**config.mk**
```make
export PLATFORM = sky130hd
export DESIGN_NAME = rps_top
export DESIGN_NICKNAME = d
export VERILOG_FILES = /design/src/hw/rps_rom.v /design/src/hw/rps_sync.v /design/src/hw/rps_top.v
export VERILOG_INCLUDE_DIRS = /design/src /design/src/hw
export SDC_FILE = /design/constraint.sdc
export NUM_CORES = 1
export LEC_CHECK = 0
export ABC_AREA = 1
export BUFFER_PORTS_ARGS = -buffer_cell sky130_fd_sc_hd__buf_2
export CORE_MARGIN = 10
export CORE_UTILIZATION = 58
export CTS_CLUSTER_DIAMETER = 40
export DETAILED_ROUTE_END_ITERATION = 6
export PLACE_DENSITY = 0.93
export SYNTH_ARGS = -nofsm -noshare
export SYNTH_HDL_FRONTEND = slang
export SYNTH_SLANG_ARGS = --single-unit
```
**constraint.sdc**
```tcl
create_clock -name I_CLOCK -period 2.3 [get_ports I_CLOCK]
set_input_delay 0.575 -clock I_CLOCK [delete_from_list [all_inputs] [get_ports I_CLOCK]]
set_output_delay 0.575 -clock I_CLOCK [all_outputs]
set_load 0.01 [all_outputs]
```
**src/hw/rps_defs.vh**
```
// constants for the registered prom with shadow diagnostics
`ifndef RPS_DEFS_VH
`define RPS_DEFS_VH

`define RPS_ADDR_W        12
`define RPS_WORDS         4096
`define RPS_DATA_W        4

`define RPS_ARCH_ASYNC_EN   2'b00
`define RPS_ARCH_SYNC_EN    2'b01
`define RPS_ARCH_ASYNC_INIT 2'b10
`define RPS_ARCH_SYNC_INIT  2'b11

`define RPS_REG_CTRL      8'h00
`define RPS_REG_STATUS    8'h04
`define RPS_REG_LOADS     8'h08

`define RPS_CTRL_MODE_BIT 0
`define RPS_CTRL_RESET    32'h0000_0000
`define RPS_CTRL_MODE_RST 1'b0
`define RPS_ST_PIPE_LSB   0
`define RPS_ST_SHAD_LSB   4
`define RPS_ST_OE_BIT     8
`define RPS_ST_PIN_BIT    9
`define RPS_ST_ADDR_LSB   10

`define RPS_RESP_OKAY     2'b00
`define RPS_RESP_SLVERR   2'b10

`endif

```
**src/hw/rps_rom.v**
```verilog
// 4096 x 4 read-only array with registered read data
`timescale 1ns/10ps
`include "rps_defs.vh"
module rps_rom #(
    parameter [3:0] SEED = 4'h5
) (
    input  wire                   i_clock,
    input  wire [`RPS_ADDR_W-1:0] i_addr,
    output reg  [`RPS_DATA_W-1:0] o_data
);
    // contents fixed at build time, derived from address
    function [3:0] word_at;
        input [11:0] a;
        begin
            word_at = a[3:0] ^ a[7:4] ^ a[11:8] ^ SEED;
        end
    endfunction

    always @(posedge i_clock)
    begin
        o_data <= word_at(i_addr);
    end
endmodule

```
**src/hw/rps_sync.v**
```verilog
// three-stage input synchroniser with agreement filter
`timescale 1ns/10ps
module rps_sync #(
    parameter WIDTH = 1
) (
    input  wire             i_clock,
    input  wire             i_reset_n,
    input  wire [WIDTH-1:0] i_async,
    output wire [WIDTH-1:0] o_sync
);
    genvar g;
    generate
        for (g = 0; g < WIDTH; g = g + 1)
        begin : bit_sync
            reg s1;
            reg s2;
            reg s3;
            reg q;
            // s1 feeds only s2 to keep metastability contained
            always @(posedge i_clock)
            begin
                if (!i_reset_n)
                begin
                    s1 <= 1'b0;
                    s2 <= 1'b0;
                    s3 <= 1'b0;
                    q  <= 1'b0;
                end
                else
                begin
                    s1 <= i_async[g];
                    s2 <= s1;
                    s3 <= s2;
                    if (s2 == s3)
                        q <= s3;
                end
            end
            assign o_sync[g] = q;
        end
    endgenerate
endmodule

```
**src/hw/rps_top.v**
```verilog
// registered prom core with shadow register and axi4-lite status port
// Behaviour
// array of 4096 four-bit words, one word picked by 12-bit address
// four-bit pipeline register sits between array and data pins
// separate four-bit shadow register with serial shift, independent clock
// shadow register can observe and force pipeline register in test mode
// unprogrammed architecture makes multi-function pin asynchronous low enable
// architecture may select sync enable, async init or sync init
// pipeline register loads on pipeline clock rise, holds otherwise
// pipeline source is array, shadow, or init word under sync init
// data port drives pipeline value and feeds shadow parallel load
// mode low: array feeds pipeline, shadow shifts up, serial out is bit 3
// mode high: serial in low loads shadow from port, high holds
// mode high: pipeline clock rise loads pipeline from shadow
// sync enable changes drive on pipeline clock; async init acts at once
// array, init word and architecture are build-time parameters
// disabled outputs float while pipeline register keeps its value
`timescale 1ns/10ps
`include "rps_defs.vh"
module rps_top #(
    // build-time contents
    parameter [1:0] ARCH      = `RPS_ARCH_ASYNC_EN,
    parameter [3:0] INIT_WORD = 4'h0,
    parameter [3:0] ROM_SEED  = 4'h5
) (
    input  wire        I_CLOCK,
    input  wire        I_RESET_N,
    input  wire [7:0]  I_AWADDR,
    input  wire        I_AWVALID,
    output reg         O_AWREADY,
    input  wire [31:0] I_WDATA,
    input  wire [3:0]  I_WSTRB,
    input  wire        I_WVALID,
    output reg         O_WREADY,
    output reg  [1:0]  O_BRESP,
    output reg         O_BVALID,
    input  wire        I_BREADY,
    input  wire [7:0]  I_ARADDR,
    input  wire        I_ARVALID,
    output reg         O_ARREADY,
    output reg  [31:0] O_RDATA,
    output reg  [1:0]  O_RRESP,
    output reg         O_RVALID,
    input  wire        I_RREADY,
    input  wire [11:0] I_ADDR,
    input  wire        I_PIPE_LOAD_CLOCK,
    input  wire        I_SHADOW_SHIFT_CLOCK,
    input  wire        I_SERIAL_IN_CTL,
    input  wire        I_MULTI_FUNCTION_PIN,
    input  wire [3:0]  I_DQ,
    output reg  [3:0]  O_DQ,
    output reg         O_DQ_OE,
    output reg         O_SERIAL_OUT
);
    localparam [1:0] ARCH_P = ARCH;

    wire [11:0] addr_s;
    wire [3:0]  dq_s;
    wire        pk_s;
    wire        dk_s;
    wire        sd_s;
    wire        mf_s;
    wire [3:0]  rom_q;

    reg         pk_d;
    reg         dk_d;
    reg  [3:0]  shadow;
    reg  [3:0]  next_shadow;
    reg  [3:0]  next_pipe;
    reg         next_oe;
    reg         mode;
    reg  [15:0] load_count;

    wire        pk_rise;
    wire        dk_rise;

    // pins come from outside this clock domain
    rps_sync #(.WIDTH(20)) u_sync (
        .i_clock   (I_CLOCK),
        .i_reset_n (I_RESET_N),
        .i_async   ({I_ADDR, I_DQ, I_PIPE_LOAD_CLOCK,
                     I_SHADOW_SHIFT_CLOCK, I_SERIAL_IN_CTL,
                     I_MULTI_FUNCTION_PIN}),
        .o_sync    ({addr_s, dq_s, pk_s, dk_s, sd_s, mf_s})
    );

    // address selects one word
    rps_rom #(.SEED(ROM_SEED)) u_rom (
        .i_clock (I_CLOCK),
        .i_addr  (addr_s),
        .o_data  (rom_q)
    );

    assign pk_rise = pk_s & ~pk_d;
    assign dk_rise = dk_s & ~dk_d;

    always @(posedge I_CLOCK)
    begin
        if (!I_RESET_N)
        begin
            pk_d <= 1'b0;
            dk_d <= 1'b0;
        end
        else
        begin
            pk_d <= pk_s;
            dk_d <= dk_s;
        end
    end

    // shadow register, runs on its own clock edges only
    always @*
    begin
        next_shadow = shadow;
        if (dk_rise)
        begin
            if (!mode)
                // serial shift upward
                next_shadow = {shadow[2:0], sd_s};
            else if (!sd_s)
                // parallel load from port
                // port is shadow input
                next_shadow = dq_s;
        end
    end

    // pipeline source selection
    always @*
    begin
        next_pipe = O_DQ;
        if (pk_rise)
        begin
            if (mode)
                // shadow into pipeline
                // force pipeline contents
                next_pipe = shadow;
            else if (ARCH_P == `RPS_ARCH_SYNC_INIT && !mf_s)
                // sync init word
                next_pipe = INIT_WORD;
            else
                // load array word
                next_pipe = rom_q;
        end
        // async init, no clock needed
        if (ARCH_P == `RPS_ARCH_ASYNC_INIT && !mf_s)
            next_pipe = INIT_WORD;
    end

    // output enable per architecture
    always @*
    begin
        case (ARCH_P)
            `RPS_ARCH_ASYNC_EN:
                // direct active-low enable
                next_oe = ~mf_s;
            `RPS_ARCH_SYNC_EN:
                // enable sampled by pipeline clock
                next_oe = pk_rise ? ~mf_s : O_DQ_OE;
            default:
                // init variants always drive
                next_oe = 1'b1;
        endcase
    end

    always @(posedge I_CLOCK)
    begin
        if (!I_RESET_N)
        begin
            shadow       <= 4'h0;
            O_DQ         <= 4'h0;
            O_DQ_OE      <= 1'b0;
            O_SERIAL_OUT <= 1'b0;
            load_count   <= 16'h0000;
        end
        else
        begin
            // shadow independent of pipeline
            shadow  <= next_shadow;
            // pipeline value drives pins
            // value kept while disabled
            O_DQ    <= next_pipe;
            O_DQ_OE <= next_oe;
            // serial out follows bit 3
            // pass serial in through
            O_SERIAL_OUT <= mode ? sd_s : next_shadow[3];
            if (pk_rise)
                load_count <= load_count + 16'h0001;
        end
    end

    // axi4-lite write side
    reg        aw_full;
    reg        w_full;
    reg [7:0]  aw_addr;
    reg [31:0] w_data;
    reg [3:0]  w_strb;

    wire        aw_take;
    wire        w_take;
    wire        a_f;
    wire        d_f;
    wire        do_write;
    wire [7:0]  wr_addr;
    wire [31:0] wr_data;
    wire [3:0]  wr_strb;
    wire        next_aw_full;
    wire        next_w_full;
    wire        next_bvalid;

    assign aw_take      = I_AWVALID & O_AWREADY;
    assign w_take       = I_WVALID & O_WREADY;
    assign a_f          = aw_full | aw_take;
    assign d_f          = w_full | w_take;
    assign do_write     = a_f & d_f & ~O_BVALID;
    assign wr_addr      = aw_full ? aw_addr : I_AWADDR;
    assign wr_data      = w_full ? w_data : I_WDATA;
    assign wr_strb      = w_full ? w_strb : I_WSTRB;
    assign next_aw_full = a_f & ~do_write;
    assign next_w_full  = d_f & ~do_write;
    assign next_bvalid  = do_write | (O_BVALID & ~I_BREADY);

    always @(posedge I_CLOCK)
    begin
        if (!I_RESET_N)
        begin
            aw_full   <= 1'b0;
            w_full    <= 1'b0;
            aw_addr   <= 8'h00;
            w_data    <= 32'h0000_0000;
            w_strb    <= 4'h0;
            O_AWREADY <= 1'b0;
            O_WREADY  <= 1'b0;
            O_BVALID  <= 1'b0;
            O_BRESP   <= `RPS_RESP_OKAY;
            mode      <= `RPS_CTRL_MODE_RST;
        end
        else
        begin
            aw_full   <= next_aw_full;
            w_full    <= next_w_full;
            O_AWREADY <= ~next_aw_full & ~next_bvalid;
            O_WREADY  <= ~next_w_full & ~next_bvalid;
            O_BVALID  <= next_bvalid;
            if (aw_take)
                aw_addr <= I_AWADDR;
            if (w_take)
            begin
                w_data <= I_WDATA;
                w_strb <= I_WSTRB;
            end
            if (do_write)
            begin
                // only control is writable; the rest answer an error
                if (wr_addr == `RPS_REG_CTRL)
                begin
                    O_BRESP <= `RPS_RESP_OKAY;
                    if (wr_strb[0])
                        mode <= wr_data[`RPS_CTRL_MODE_BIT];
                end
                else
                    O_BRESP <= `RPS_RESP_SLVERR;
            end
        end
    end

    // axi4-lite read side
    reg [31:0] rd_word;
    reg        rd_ok;
    wire       ar_take;
    wire       next_rvalid;

    assign ar_take     = I_ARVALID & O_ARREADY;
    assign next_rvalid = ar_take | (O_RVALID & ~I_RREADY);

    always @*
    begin
        rd_word = 32'h0000_0000;
        rd_ok   = 1'b1;
        case (I_ARADDR)
            `RPS_REG_CTRL:
                rd_word[`RPS_CTRL_MODE_BIT] = mode;
            `RPS_REG_STATUS:
            begin
                rd_word[`RPS_ST_PIPE_LSB +: 4]  = O_DQ;
                rd_word[`RPS_ST_SHAD_LSB +: 4]  = shadow;
                rd_word[`RPS_ST_OE_BIT]         = O_DQ_OE;
                rd_word[`RPS_ST_PIN_BIT]        = mf_s;
                rd_word[`RPS_ST_ADDR_LSB +: 12] = addr_s;
            end
            `RPS_REG_LOADS:
                rd_word[15:0] = load_count;
            default:
                rd_ok = 1'b0;
        endcase
    end

    always @(posedge I_CLOCK)
    begin
        if (!I_RESET_N)
        begin
            O_ARREADY <= 1'b0;
            O_RVALID  <= 1'b0;
            O_RDATA   <= 32'h0000_0000;
            O_RRESP   <= `RPS_RESP_OKAY;
        end
        else
        begin
            O_ARREADY <= ~next_rvalid;
            O_RVALID  <= next_rvalid;
            if (ar_take)
            begin
                O_RDATA <= rd_word;
                O_RRESP <= rd_ok ? `RPS_RESP_OKAY : `RPS_RESP_SLVERR;
            end
        end
    end
endmodule
```
==> reports/qor.txt <==
Starting DRT DRC Count -> 396
Area of the core -> 9770 sq um
Clock Latency Late Sink -> 530 ps
Reg2reg end -> shadow[0]
Synth top area cells -> dfxtp_1 53%, nand2_1 11%, inv_1 7.4%
Antenna diodes -> 0
Hold_sp -> I_ADDR[4]
Reg2reg path depth -> 4
Row count -> 36
Final setup fails -> 0
Fraction of registers with async set or reset after synthesis -> 0
Clk buf depth -> 2
Power Density -> 843 nW/um^2
Worst Path Max Fanout -> 3
DP Area -> 6240 sq um
Clk slew on worst S/H paths -> 60 ps
Die ar. -> 14,400 sq um
Status -> complete, no violations
H-tree depth -> 4
Num Clock Sinks -> 154
Hold Crit Class -> in2reg
Period utilization -> 0.714
Fill count -> 754
Cells after Synth -> 753
FF/Latch Area -> 3080 sq um
Worst Path Buf+Inv -> 1
Stages on the worst setup path -> 1
Crit path capture -> O_DQ[2]
Worst Tran Pin Value -> 593 ps
Synth top area share -> 0.532
Worst hold slack -> 228 ps
Fin nets -> 911
RSZ-0062 raised after global routing -> no
Fmax -> 609 MHz
Antenna viol nets, final -> 0
Slew HR -> 0.603
Pre-antenna DRT Iters -> 6
Crit-path cells -> buf_2
R2R setup slack -> 720 ps
Max-slew violations -> 0
WL/cell -> 12.3 um
Crit path launch type -> flop
Syn avg cell area -> 7.70 sq um
Via count -> 4,736
Synth unique cells -> 41
Max Cap Viol -> 0
Pleak -> 3.49 nW
CP delay by family, top -> flip-flops
Die height -> 120 um
DP Cell Count -> 945
Dominant cell type by area after synthesis -> dfxtp_1
TritonCTS clock tree -> yes
Hold Path Depth -> 3
IO Count -> 126
RR Startpoint -> mode
Multi-input logic area -> 2090 sq um
Yosys warns -> 0
CTS hold repair buffers -> 0
DP Wirelength -> 7930 um
CTS Buf Count -> 17
Required @ worst endpoint -> 1730 ps
Mapped cell area -> 5800 sq um
CP Capture Type -> output port
Area grow syn2layout -> 17.2%
Arr. time, crit path -> 1070 ps
Starting density of the core -> 0.593
DRC viols -> 0
#FFs+latches synth -> 154
Pin count of the biggest net entering global routing -> 123
CP max-delay cell -> dfxtp_1
Drt total wl -> 12,000 um
Layout cells sized above 1 -> 0.165
Clock Skews -> 9.04 ps
Total global-route track usage -> 0.166
Finished Cell Area -> 6800 sq um
Post-synthesis sequential area ratio -> 0.532
Vias in the first global route -> 4,497
Gpl congestion -> 0.845
CTS Root Cell -> clkbuf_8
Die X -> 120 um
Hold Vio Cnt, Final -> 0
Fin cells -> 977
Maximum vdd drop -> 415 uV
Initial antenna violation count -> 1
Worst Setup SP -> O_DQ[2]
Post-CTS Setup Inserts -> 0
GRT overflow -> 0
Resize count post-CTS -> 0
Top_reg_cell synth -> dfxtp_1
Setup TNS -> 0 ps
First-pass GRT wire length -> 19,900 um
Crit Path Class -> reg2out
Final worst path period need -> 1640 ps
Crit path largest cell delay -> 380 ps
IO buf count -> 79
Mean number of vias per cell -> 4.85
Number of flops mapped to enable cells by yosys -> 0
==> layer usage <==
layer  track usage  wire (um)  up-vias
met5             0          7        -
met4        0.0747        260        2
met3        0.0516        831       30
met2         0.284       5780      145
met1         0.187       5140     2111
li1              -          -     2448
==> power breakdown <==
group          leakage, nW  internal [W]  switching (W)  total, W
registers             1.26       0.00277      0.0000487   0.00282
clock network        0.271       0.00146        0.00108   0.00254
logic                 1.96      0.000138       0.000222  0.000360
==> worst min path at each step <==
| stage | to |
|---|---|
| floorplan | u_sync.bit_sync[0].s2 |
| global placement | u_sync.bit_sync[4].s2 |
| detailed placement | u_sync.bit_sync[1].s2 |
| CTS | u_sync.bit_sync[14].s1 |
| global route | u_sync.bit_sync[9].s1 |
| finish | u_sync.bit_sync[12].s1 |
==> cells in the mapped netlist (all sizes together) (6+ instances only) <==
master / n
inv: 118
dfxtp: 154
nor2: 101
xnor2: 6
clkbuf: 10
nand3: 31
o21ai: 50
nor3: 9
nand2: 171
buf: 27
a21oi: 56
==> layout by cell type, fill, tap and decap left out, drive strengths merged, types with 11 or more instances in the layout <==
cell	Yosys	routed
clkinv	2	11
buf	27	85
nand2	171	171
a21oi	56	56
conb	1	12
nand3	31	31
inv	118	120
nor2	101	101
dfxtp	154	154
clkbuf	10	18
o21ai	50	50
==> registers in the layout, indices dropped and copies added, names as in the netlist, 4 cells and up <==
| name | flops |
|---|---|
| u_rom.o_data | 4 |
| u_sync.bit_sync.s1 | 20 |
| u_sync.bit_sync.s3 | 20 |
| O_RDATA | 22 |
| load_count | 16 |
| O_DQ | 4 |
| shadow | 4 |
| u_sync.bit_sync.q | 20 |
| aw_addr | 8 |
| u_sync.bit_sync.s2 | 20 |
==> stage by stage <==
stage               setup slack (ps)  power, W   util
global route                     516   0.00594  0.695
CTS                              635   0.00576  0.695
detailed placement               461   0.00324  0.639
global placement                 517   0.00322  0.639
finish                           657   0.00573  0.695
floorplan                        873   0.00312      -
==> cell type report <==
cell class / instances / share of cell area
inverters: 120 / 0.0663
flip-flops and latches: 154 / 0.454
repair buffers: 85 / 0.0670
clock inverters: 14 / 0.0180
well taps: 133 / 0.0245
clock buffers: 18 / 0.0630
multi-input cells: 453 / 0.307
==> cells by family (layout without fill, tap and decap cells) <==
family,after synthesis,in the layout,share of synthesized area
other,1,12,0.000647
adders and majority gates,1,1,0.00216
and+or+nand+nor,316,316,0.232
AOI/OAI and AO/OA,115,115,0.105
xor gates and xnor gates,8,8,0.0121
DFF,154,154,0.532
muxes,1,1,0.00173
buffers and inverters,157,237,0.115
Power figures use the tool's default switching activity.
